$ cat config.mk
export PLATFORM = sky130hd
export DESIGN_NAME = rspc_top
export DESIGN_NICKNAME = d
export VERILOG_FILES = /design/src/rspc_pkg.sv /design/src/rspc_top.sv
export SDC_FILE = /design/constraint.sdc
export NUM_CORES = 1
export LEC_CHECK = 0
export ABC_CLOCK_PERIOD_IN_PS = 2500
export BUFFER_PORTS_ARGS = -buffer_cell sky130_fd_sc_hd__buf_2
export CAP_MARGIN = 20
export CORE_UTILIZATION = 45
export CTS_CLUSTER_SIZE = 30
export DETAILED_ROUTE_END_ITERATION = 10
export PLACE_DENSITY = 0.88
export SLEW_MARGIN = 20
export SYNTH_ARGS = -nofsm -noshare
export SYNTH_HDL_FRONTEND = slang
export SYNTH_SLANG_ARGS = --single-unit
$ cat constraint.sdc
create_clock -name clk_in -period 2.5 [get_ports clk_in]
set_input_delay 0.125 -clock clk_in [delete_from_list [all_inputs] [get_ports clk_in]]
set_output_delay 0.125 -clock clk_in [all_outputs]
set_load 0.05 [all_outputs]
$ cat src/rspc_pkg.sv
// package of constants and types for the reset and standby pin controller
package rspc_pkg;
  // ---------------------------------------------------------------------------
  // clock, timing and port count
  // ---------------------------------------------------------------------------
  localparam int unsigned CLK_MHZ        = 250;
  localparam int unsigned NPORT          = 31;
  localparam int unsigned STRETCH_MIN    = 1920;
  localparam int unsigned STRETCH_MAX    = 2048;
  localparam int unsigned STRETCH_W      = 12;
  localparam int unsigned RES_MIN_US     = 200;
  localparam int unsigned RES_MIN_CYC    = RES_MIN_US * CLK_MHZ;
  localparam int unsigned FILT_CYC       = 4;
  localparam int unsigned FILT_W         = 3;
  localparam int unsigned TCYC_DIV       = 4;
  localparam int unsigned DIV_W          = 2;
  localparam int unsigned RST_HOLD_CYC   = 4;
  // ---------------------------------------------------------------------------
  // reset values
  // ---------------------------------------------------------------------------
  localparam logic [15:0] SP_RST         = 16'h0000;
  localparam logic [7:0]  SFR_RST        = 8'h00;
  localparam logic [15:0] PC_START_DEF   = 16'h0000;
  localparam logic [1:0]  CLK_SEL_RC     = 2'h0;

  typedef enum logic [1:0] {
    RSPC_NORMAL = 2'b00,
    RSPC_HALT   = 2'b01,
    RSPC_HOLD   = 2'b11
  } rspc_mode_t;
endpackage

$ cat src/rspc_top.sv
// reset sequencer and standby pin-state control
// Notes on behaviour
// general port direction and pull-up follow software in normal, halt and hold
// software discharge on watchdog pin stretched to turn off 1920..2048 cycles
// halt/hold: watchdog pin input, pull-up off, discharge off, stretch cancelled
// after hold, watchdog pin returns to software control as in normal mode
// reset pin held low 200 us or longer always resets the device
// short low pulses on reset pin may also reset; not reliably ignored
// watchdog runaway is a second reset source beside the reset pin
// internal initialisation uses a reset synchronised to the system clock
// any reset selects internal rc clock and initialises at once
// software enables main oscillator, waits, then selects main clock
// reset loads program counter with configured start address
// reset loads every special function register with its initial value
// reset clears stack pointer to zero
// reset never touches data ram
// while in reset all general port pins are inputs with pull-up off
`timescale 1ns/1ps
`default_nettype none
module rspc_top
  import rspc_pkg::*;
(
  input  wire logic                  clk_in,
  input  wire logic                  rst_in,
  input  wire logic                  ext_reset_pin_n_in,
  input  wire logic                  runaway_in,
  input  wire logic                  runaway_reset_en_in,
  input  wire rspc_pkg::rspc_mode_t  mode_in,
  input  wire logic [15:0]           pc_start_in,
  input  wire logic [NPORT-1:0]      port_dir_in,
  input  wire logic [NPORT-1:0]      port_pu_in,
  input  wire logic                  wd_pin_dir_in,
  input  wire logic                  wd_pin_pu_in,
  input  wire logic                  wd_discharge_in,
  output logic                       sys_reset_out,
  output logic [1:0]                 clk_sel_out,
  output logic                       clk_sel_rc_out,
  output logic [15:0]                pc_load_out,
  output logic                       pc_load_en_out,
  output logic [15:0]                sp_load_out,
  output logic [7:0]                 sfr_init_out,
  output logic                       ram_write_block_out,
  output logic [NPORT-1:0]           port_dir_out,
  output logic [NPORT-1:0]           port_pu_out,
  output logic                       wd_pin_dir_out,
  output logic                       wd_pin_pu_out,
  output logic                       wd_discharge_out
);
  import rspc_pkg::*;

  // ---------------------------------------------------------------------------
  // pin synchronisers
  // ---------------------------------------------------------------------------
  logic sync_res1_r;
  logic sync_res1_nxt;
  logic sync_res2_r;
  logic sync_res2_nxt;
  logic sync_wd1_r;
  logic sync_wd1_nxt;
  logic sync_wd2_r;
  logic sync_wd2_nxt;

  always_comb begin
    sync_res1_nxt = ext_reset_pin_n_in;
    sync_res2_nxt = sync_res1_r;
    sync_wd1_nxt  = runaway_in;
    sync_wd2_nxt  = sync_wd1_r;
    if (rst_in) begin
      sync_res1_nxt = 1'b1;
      sync_res2_nxt = 1'b1;
      sync_wd1_nxt  = 1'b0;
      sync_wd2_nxt  = 1'b0;
    end
  end

  always_ff @(posedge clk_in) begin
    sync_res1_r <= sync_res1_nxt;
    sync_res2_r <= sync_res2_nxt;
    sync_wd1_r  <= sync_wd1_nxt;
    sync_wd2_r  <= sync_wd2_nxt;
  end

  // ---------------------------------------------------------------------------
  // reset sources and synchronous reset stretch
  // ---------------------------------------------------------------------------
  // the glitch filter is far shorter than the guaranteed minimum, so pulses
  // well under it still reset; long holds always do
  // the hold counter keeps the internal reset up a few cycles after the
  // last source goes away, so a bouncing pin cannot chop it into slivers
  logic [FILT_W-1:0] filt_r;
  logic [FILT_W-1:0] filt_nxt;
  logic [FILT_W-1:0] hold_r;
  logic [FILT_W-1:0] hold_nxt;
  logic              sys_rst_r;
  logic              sys_rst_nxt;
  logic              src_rst;

  always_comb begin
    filt_nxt = '0;
    if (!sync_res2_r) begin
      filt_nxt = (filt_r == FILT_W'(FILT_CYC)) ? filt_r : filt_r + 1'b1;
    end
    src_rst = (filt_r == FILT_W'(FILT_CYC))
            | (sync_wd2_r & runaway_reset_en_in);
    hold_nxt = hold_r;
    sys_rst_nxt = sys_rst_r;
    if (src_rst) begin
      hold_nxt    = FILT_W'(RST_HOLD_CYC);
      sys_rst_nxt = 1'b1;
    end else if (hold_r != '0) begin
      hold_nxt = hold_r - 1'b1;
    end else begin
      sys_rst_nxt = 1'b0;
    end
    if (rst_in) begin
      filt_nxt    = '0;
      hold_nxt    = FILT_W'(RST_HOLD_CYC);
      sys_rst_nxt = 1'b1;
    end
  end

  always_ff @(posedge clk_in) begin
    filt_r    <= filt_nxt;
    hold_r    <= hold_nxt;
    sys_rst_r <= sys_rst_nxt;
  end

  // ---------------------------------------------------------------------------
  // initialisation values and clock select
  // ---------------------------------------------------------------------------
  logic [1:0]  clk_sel_r;
  logic [1:0]  clk_sel_nxt;
  logic [15:0] pc_r;
  logic [15:0] pc_nxt;
  logic        pc_en_r;
  logic        pc_en_nxt;

  always_comb begin
    clk_sel_nxt = clk_sel_r;
    pc_nxt      = pc_r;
    pc_en_nxt   = 1'b0;
    if (sys_rst_nxt) begin
      clk_sel_nxt = CLK_SEL_RC;
      pc_nxt      = pc_start_in;
      pc_en_nxt   = 1'b1;
    end
    if (rst_in) begin
      clk_sel_nxt = CLK_SEL_RC;
      pc_nxt      = PC_START_DEF;
      pc_en_nxt   = 1'b1;
    end
  end

  always_ff @(posedge clk_in) begin
    clk_sel_r <= clk_sel_nxt;
    pc_r      <= pc_nxt;
    pc_en_r   <= pc_en_nxt;
  end

  // main clock selection is left to software once it has stabilised the
  // oscillator; this block only forces the rc source
  assign clk_sel_out         = clk_sel_r;
  assign sys_reset_out       = sys_rst_r;
  assign pc_load_out         = pc_r;
  assign pc_load_en_out      = pc_en_r;

  // ---------------------------------------------------------------------------
  // registered constants and clock status
  // ---------------------------------------------------------------------------
  // constants leave through flops like every other output; they reload each
  // cycle, so an upset flop heals on the next edge
  logic [15:0] sp_r;
  logic [15:0] sp_nxt;
  logic [7:0]  sfr_r;
  logic [7:0]  sfr_nxt;
  logic        ram_blk_r;
  logic        ram_blk_nxt;
  logic        rc_sel_r;
  logic        rc_sel_nxt;

  always_comb begin
    sp_nxt      = SP_RST;
    sfr_nxt     = SFR_RST;
    ram_blk_nxt = 1'b0;
    rc_sel_nxt  = (clk_sel_nxt == CLK_SEL_RC);
  end

  always_ff @(posedge clk_in) begin
    sp_r      <= sp_nxt;
    sfr_r     <= sfr_nxt;
    ram_blk_r <= ram_blk_nxt;
    rc_sel_r  <= rc_sel_nxt;
  end

  // reset never reaches data ram; this path only ever reports no action
  assign sp_load_out         = sp_r;
  assign sfr_init_out        = sfr_r;
  assign ram_write_block_out = ram_blk_r;
  assign clk_sel_rc_out      = rc_sel_r;

  // ---------------------------------------------------------------------------
  // instruction cycle divider and discharge stretcher
  // ---------------------------------------------------------------------------
  logic [DIV_W-1:0]     div_r;
  logic [DIV_W-1:0]     div_nxt;
  logic                 tcyc;
  logic [STRETCH_W-1:0] str_r;
  logic [STRETCH_W-1:0] str_nxt;
  logic                 str_on_r;
  logic                 str_on_nxt;
  logic                 standby;

  // free-running divider; its phase against a request is unknown, which is
  // why the stretch spends one extra tick at zero to keep the short end of the window
  always_comb begin
    div_nxt = div_r + 1'b1;
    tcyc    = (div_r == DIV_W'(TCYC_DIV - 1));
    if (rst_in) begin
      div_nxt = '0;
    end
  end

  always_ff @(posedge clk_in) begin
    div_r <= div_nxt;
  end

  always_comb begin
    standby    = (mode_in != RSPC_NORMAL);
    str_nxt    = str_r;
    str_on_nxt = str_on_r;
    if (wd_discharge_in) begin
      str_nxt    = STRETCH_W'(STRETCH_MIN);
      str_on_nxt = 1'b1;
    end else if (str_on_r && tcyc) begin
      if (str_r == '0) begin
        str_on_nxt = 1'b0;
      end else begin
        str_nxt = str_r - 1'b1;
      end
    end
    if (standby || sys_rst_r || rst_in) begin
      str_nxt    = '0;
      str_on_nxt = 1'b0;
    end
  end

  always_ff @(posedge clk_in) begin
    str_r    <= str_nxt;
    str_on_r <= str_on_nxt;
  end

  // ---------------------------------------------------------------------------
  // pin state outputs
  // ---------------------------------------------------------------------------
  logic [NPORT-1:0] pdir_r;
  logic [NPORT-1:0] pdir_nxt;
  logic [NPORT-1:0] ppu_r;
  logic [NPORT-1:0] ppu_nxt;
  logic             wdir_r;
  logic             wdir_nxt;
  logic             wpu_r;
  logic             wpu_nxt;
  logic             wdis_r;
  logic             wdis_nxt;

  // general pins ignore halt and hold entirely; only reset overrides them
  always_comb begin
    pdir_nxt = port_dir_in;
    ppu_nxt  = port_pu_in;
    if (sys_rst_nxt || rst_in) begin
      pdir_nxt = '0;
      ppu_nxt  = '0;
    end
  end

  always_ff @(posedge clk_in) begin
    pdir_r <= pdir_nxt;
    ppu_r  <= ppu_nxt;
  end

  // discharge follows the stretcher state of the same edge, so the pin and
  // the counter disagree only on the first cycle of a pin or runaway reset
  always_comb begin
    wdir_nxt = wd_pin_dir_in;
    wpu_nxt  = wd_pin_pu_in;
    wdis_nxt = str_on_nxt;
    if (standby) begin
      wdir_nxt = 1'b0;
      wpu_nxt  = 1'b0;
      wdis_nxt = 1'b0;
    end
    if (sys_rst_nxt || rst_in) begin
      wdir_nxt = 1'b0;
      wpu_nxt  = 1'b0;
      wdis_nxt = 1'b0;
    end
  end

  always_ff @(posedge clk_in) begin
    wdir_r <= wdir_nxt;
    wpu_r  <= wpu_nxt;
    wdis_r <= wdis_nxt;
  end

  assign port_dir_out     = pdir_r;
  assign port_pu_out      = ppu_r;
  assign wd_pin_dir_out   = wdir_r;
  assign wd_pin_pu_out    = wpu_r;
  assign wd_discharge_out = wdis_r;
endmodule
`default_nettype wire

==> results of run 1 <==
worst register-to-register path: cells and delay by family, from the launching register on:
| kind | cells | cell delay [ns] |
|---|---|---|
| buffers and inverters | 2 | 0.49 |
| adders and majority gates | 1 | 0.22 |
| DFF | 1 | 0.38 |
| AOI/OAI and AO/OA | 3 | 0.68 |
| and+or+nand+nor | 1 | 0.23 |
stage by stage:
step | util (%) | std cells | power (W)
4_1_cts | 69.3 | 733 | 0.00475
5_1_grt | 69.4 | 734 | 0.00497
3_5_place_dp | 57.0 | 637 | 0.00357
3_3_place_gp | 57.0 | 637 | 0.00353
6_report | 69.4 | 734 | 0.00476
2_1_floorplan | - | 396 | 0.00326
cell usage in the layout (no fill, tap or decap), drive strengths merged, types with 2 or more instances in the layout:
cell         count
or4              3
nor2            10
a211oi           3
or3              5
buf            176
xnor2            3
nand2           38
nor3             5
dfxtp          111
and3             3
ha               7
conb            25
and2            65
dlygate4sd3     81
nor4             3
mux2i            2
nor2b            5
clkbuf          10
or2              4
a21oi           26
nand2b           2
inv             15
o21ai            7
routing by layer:
metal  vias up  wire (um)
met5         -          0
met4         0        255
met3        25        700
met2       148       5460
met1      1565       3780
li1       1670          -
power by group:
| group | internal [W] | switching (W) | total [W] |
|---|---|---|---|
| Clock | 0.000482 | 0.000610 | 0.00109 |
| Combinational | 0.000429 | 0.00115 | 0.00158 |
| Sequential | 0.00200 | 0.0000873 | 0.00208 |
| Total | 0.00291 | 0.00185 | 0.00476 |
worst max-delay path by stage:
stage	startpoint	to	slack, ns	cells past startpoint
CTS	filt_r[0]	pc_load_out[5]	0.40	7
global placement	filt_r[0]	pc_load_out[12]	0.50	7
floorplan	filt_r[0]	pc_load_out[10]	0.66	8
global route	filt_r[0]	pc_load_out[9]	0.22	7
finish	filt_r[0]	pc_load_out[2]	0.39	7
detailed placement	filt_r[0]	pc_load_out[9]	0.45	7
cell type report:
| class | count | share of cell area (%) |
|---|---|---|
| Timing Repair Buffer | 257 | 30.0 |
| Tap cell | 105 | 2.32 |
| Clock buffer | 10 | 2.25 |
| Inverter | 12 | 0.794 |
| Sequential cell | 111 | 39.2 |
| Multi-Input combinational cell | 233 | 24.2 |
| Clock inverter | 6 | 1.32 |
kinds of logic after synthesis:
| group | after synthesis | synth area share, % |
|---|---|---|
| and+or+nand+nor | 150 | 22.5 |
| muxes | 2 | 0.527 |
| AOI/OAI and AO/OA | 46 | 7.45 |
| DFF | 111 | 58.5 |
| other | 1 | 0.0988 |
| xor gates and xnor gates | 3 | 0.692 |
| adders and majority gates | 7 | 2.31 |
| buffers and inverters | 52 | 7.94 |
flip-flops by register name (all words and copies together) (netlist names), 2 cells and up:
signal        cells
port_pu_out      31
pc_load_out      16
clk_sel_out       2
port_dir_out     31
hold_r            3
filt_r            3
div_r             2
str_r            12
==> implementation parameters, run 1 <==
Parameter                              Value

Outcome
  Run status    completed

GRT
  Global routing met3 resource utilization    7.52%
  Met2 track demand over resource    42.8%
  Number of antenna violations at the first check in global routing    0
  Largest net degree at the start of global routing    45
  Vias in the first global route    3330
  Tot GR Track Use    22.7%
  GR Util met1    22.2%
  Global-route wire length before repair    15.2 mm
  Global route overflow    0
  Global routing's busiest layer    met2

STA
  Aggregate negative setup slack    0 ns
  Fmax    0.474 GHz
  Setup-violating endpoint count in the final report    0
  Skew final    0.00840 ns
  Setup ws final    0.389 ns
  Final Hold Slack    0.0222 ns
  Max-slew violation count    0
  RSZ-0062 raised after global routing    no
  Minimum clock period    2.11 ns
  Share of the clock period used by the worst path after layout    84.4%
  Relative max-transition margin    56.0%
  Number of endpoints with negative hold slack in the final report    0
  Slew at the pin closest to its max-slew limit    0.652 ns

Clock network
  CTS buffer count    9
  PostCTS Resize Cnt    0
  Cell at the root of the clock tree    clkbuf_8
  Total clock sinks    111
  Htree depth    3
  Clock tree from TritonCTS    done
  Source-to-sink clock delay at the later pin of the worst-skew pair    0.36 ns
  Setup repair bufs after CTS    0
  Hold buffers post-CTS    80
  Clock slew at the register clock pins of the worst setup and hold paths    0.10 ns
  Maximum number of buffers from clock root to sink    2

Logic synthesis
  Fraction of post-synthesis cell area in the top cell type by area    58.5%
  Number of standard cells after synthesis    372
  Number of synthesis warnings    0
  Number of flops mapped to enable cells by yosys    0
  FFs w/ async S/R, synth    0%
  Leading cell type by number of instances after synthesis    dfxtp_1
  Number of register bits inferred by synthesis    111
  Main synth FF type    dfxtp_1
  Leading area contributor after synthesis    dfxtp_1
  Sequential cell area fraction in the yosys report    58.5%
  Post-synthesis average cell area    10.2 um2
  Combined area of all synthesized cells    0.00380 mm2
  Number of distinct library cells after synthesis    49
  Leading post-synthesis cells by cell area    dfxtp_1 59%, and2_1 11%, buf_4 4.9%
  Top cells by count, synth    111 x dfxtp_1, 65 x and2_1, 38 x nand2_1

Placed design
  Pre-CTS setup slack    0.447 ns
  Detailed Place HPWL    5.80 mm
  Weighted congestion at the end of routability-driven global placement    0.800
  Count of buffers from port buffering    173
  Area of placed instances    0.00466 mm2

Routing
  Count of nets left with antenna violations after detail routing    0
  Iteration-0 DRC Markers    77
  Initial DRT Pass Iterations    5
  Final routed wirelength across all metal layers    10.2 mm
  Detail-routed via count per cell    4.64
  Final routed wire length divided by cell count    13.9 um
  Routed via count    3408
  DRC viols    0

Worst setup path
  Reg-to-reg startpoint    filt_r[0]
  Top delay family on crit path    compound AO/OA/AOI/OAI gates
  Reg-to-reg slack, setup    0.39 ns
  Required time of the worst setup path    2.75 ns
  Kind of critical path    reg -> reg
  Maximum fanout count along the critical path    17
  Critical R2R Capture    pc_load_out[2]
  Data arrival, critical path    2.36 ns
  Number of buffers and inverters on the critical path    2
  FF-to-FF path depth    7
  Critical path capture point type    register
  Critical Path Max Stage Delay    0.44 ns
  Startpoint types    register
  Cell-by-cell listing of the critical path    inv_1 -> ha_1 -> a221o_1 -> a21oi_4 -> clkinv_1 -> nand2_1 -> a21oi_1
  Highest-delay cell along the critical path    a221o_1

Cells and area
  Synth-to-layout area growth    49.4%
  Antenna diodes    0
  Number of filler instances in the final layout    619
  Area taken by flip-flops and latches    0.00222 mm2
  Multi-input logic area    0.00137 mm2
  Layout Nets    719
  Share of cells above drive strength 1    32.1%
  Post-layout instance area    0.00567 mm2

Min path
  Worst Hold End    pc_load_out[1]
  Worst hold path class    in -> reg
  WHS Path Cells    3
  Startpoint of the most critical hold path    pc_start_in[1]

Power
  Maximum ir drop on the vdd rail    0.448 mV
  Leakage Power    2.77 nW
  Power Dens Cells    839 mW/mm2

Die
  Die Span X    93.9 um
  Floorplan die height    93.9 um
  Starting Density    46.4%
  Area of the placeable core    0.00818 mm2
  Die ar.    0.00881 mm2
  Total I/O pin count    199
  Placement Rows    33

Run
  Max-cap check violation count    0
No activity file was read; power rests on OpenSTA's default activity.
==> run 2, diff against run 1 <==
--- a/config.mk
+++ b/config.mk
@@ -5,13 +5,13 @@
 export SDC_FILE = /design/constraint.sdc
 export NUM_CORES = 1
 export LEC_CHECK = 0
-export ABC_CLOCK_PERIOD_IN_PS = 2500
+export ABC_CLOCK_PERIOD_IN_PS = 1800
 export BUFFER_PORTS_ARGS = -buffer_cell sky130_fd_sc_hd__buf_2
 export CAP_MARGIN = 20
-export CORE_UTILIZATION = 45
+export CORE_UTILIZATION = 40
 export CTS_CLUSTER_SIZE = 30
 export DETAILED_ROUTE_END_ITERATION = 10
-export PLACE_DENSITY = 0.88
+export PLACE_DENSITY = 0.83
 export SLEW_MARGIN = 20
 export SYNTH_ARGS = -nofsm -noshare
 export SYNTH_HDL_FRONTEND = slang
==> constraint.sdc (replaced) <==
create_clock -name clk_in -period 1.8 [get_ports clk_in]
set_input_delay 0.09 -clock clk_in [delete_from_list [all_inputs] [get_ports clk_in]]
set_output_delay 0.09 -clock clk_in [all_outputs]
set_load 0.05 [all_outputs]
==> implementation parameters, run 2 (synthesis results as in run 1) <==
Parameter                              Value

Placed design
  Area of placed instances    0.00473 mm2
  Weighted congestion at the end of routability-driven global placement    0.801
  Count of buffers from port buffering    173
  Pre-CTS setup slack    -0.0438 ns
  Detailed Place HPWL    6.16 mm

Die
  Die Span X    99.4 um
  Area of the placeable core    0.00920 mm2
  Floorplan die height    99.4 um
  Starting Density    41.3%
  Total I/O pin count    199
  Die ar.    0.00989 mm2
  Placement Rows    35

GRT
  Vias in the first global route    3545
  Global-route wire length before repair    16.4 mm
  Tot GR Track Use    21.5%
  Number of antenna violations at the first check in global routing    0
  Global route overflow    0
  Largest net degree at the start of global routing    34

Routing
  DRC viols    0
  Iteration-0 DRC Markers    97
  Count of nets left with antenna violations after detail routing    0
  Final routed wire length divided by cell count    14.4 um
  Routed via count    3535
  Detail-routed via count per cell    4.65
  Initial DRT Pass Iterations    4
  Final routed wirelength across all metal layers    11.0 mm

Clock network
  Source-to-sink clock delay at the later pin of the worst-skew pair    0.37 ns
  Maximum number of buffers from clock root to sink    2
  Total clock sinks    111
  Clock tree from TritonCTS    done
  Cell at the root of the clock tree    clkbuf_8
  Htree depth    3
  CTS buffer count    9
  Clock slew at the register clock pins of the worst setup and hold paths    0.10 ns

Power
  Maximum ir drop on the vdd rail    0.910 mV
  Power Dens Cells    1130 mW/mm2
  Fraction of power spent switching nets    39.4%
  Switching power total    0.00265 W
  Int Power    0.00407 W
  Reg power frac    42.9%
  Proportion of power drawn by combinational gates    36.0%
  Leakage Power    2.88 nW
  Clk pwr share    21.1%

STA
  Final Hold Slack    0.0564 ns
  Fmax    0.571 GHz
  Share of the clock period used by the worst path after layout    97.2%
  Setup-violating endpoint count in the final report    0
  Slew at the pin closest to its max-slew limit    0.487 ns
  Minimum clock period    1.75 ns
  Max-slew violation count    0
  Relative max-transition margin    67.2%
  Setup ws final    0.0499 ns
  Number of endpoints with negative hold slack in the final report    0
  Skew final    0.0117 ns

Run
  Max-cap check violation count    0

Cells and area
  Layout Nets    739
  Share of cells above drive strength 1    35.3%
  Utilization of the core after routing    64.6%
  Synth-to-layout area growth    56.5%
  Most frequent cells in the layout    173 x buf_2, 107 x dfxtp_1, 85 x dlygate4sd3_1
  Post-layout instance area    0.00594 mm2
  Most common cell after layout, fill and taps aside    buf_2
  Antenna diodes    0

Worst setup path
  Reg-to-reg startpoint    str_r[0]
  Start point of the critical path    str_r[0]
  Startpoint types    register
  Critical path capture point type    register
  Data arrival, critical path    2.04 ns
  Maximum fanout count along the critical path    5
  Kind of critical path    reg -> reg
  Required time of the worst setup path    2.09 ns

Min path
  Startpoint of the most critical hold path    wd_discharge_in
  Worst hold path class    in -> reg

Outcome
  Run status    completed
==> run 2: cell count changes in the layout (fill, tap and decap cells not counted), sizes merged <==
cell / before / now
bufinv: 1 / 0
buf: 176 / 188
dlygate4sd3: 81 / 85
a41o: 1 / 2
clkbuf: 10 / 12
clkinv: 1 / 3
==> run 2: metal layers <==
layer  GRT usage, %  vias up  wire (um)
li1               -     1702          -
met1           21.3     1656       4190
met2           41.3      157       5900
met3           6.96       20        682
met4           8.03        0        208
met5              0        -          0
==> run 2: worst paths after layout <==
| check | end | slack [ns] | cells past startpoint |
|---|---|---|---|
| hold reg to reg | sync_res2_r | 0.42 | 1 |
| setup / recovery | str_r[3] | 0.05 | 6 |
| hold / removal | str_r[7] | 0.06 | 3 |
| setup reg to reg | str_r[3] | 0.05 | 6 |
==> run 2: layout make-up <==
type / instances / area (um2)
fill: 722 / 3250
sequential: 111 / 2230
timing repair buffer: 275 / 1920
multi-input combinational: 234 / 1410
tap: 111 / 139
clock buffer: 10 / 138
clock inverter: 6 / 52.6
inverter: 12 / 50.0
timing repair inverter: 1 / 6.26
==> run 2: per-stage QoR <==
step                 TNS, ns  power [W]  std cells
finish                     0    0.00672        760
global route        -0.00371    0.00701        760
CTS                 -0.00686    0.00666        755
detailed placement    -0.190    0.00499        650
global placement           0    0.00495        650
floorplan                  0    0.00453        396
==> run 2: power groups by stage <==
| stage | combinational, W | sequential (W) | clock [W] |
|---|---|---|---|
| global route | 0.00255 | 0.00291 | 0.00155 |
| floorplan | 0.000620 | 0.00391 | 0 |
| detailed placement | 0.00207 | 0.00293 | 0 |
| finish | 0.00242 | 0.00288 | 0.00142 |
| CTS | 0.00234 | 0.00287 | 0.00145 |
| global placement | 0.00203 | 0.00292 | 0 |
==> run 2: worst max-delay path, cell delays in order, from the launching register on <==
cell and delay [ns]:
dfxtp_2 0.35, inv_1 0.07, ha_1 0.20, and2b_2 0.23, a41o_4 0.24, or4_1 0.47, a21oi_1 0.12
==> run 2: repair_timing <==
item                       4_1_cts  5_1_grt
setup buffers                    2        3
hold buffers                    85        0
setup endpoints to repair       18       58
pin swaps                        1        5
hold endpoints to repair        84        0
gates cloned                     2        3
resized for setup                6       10
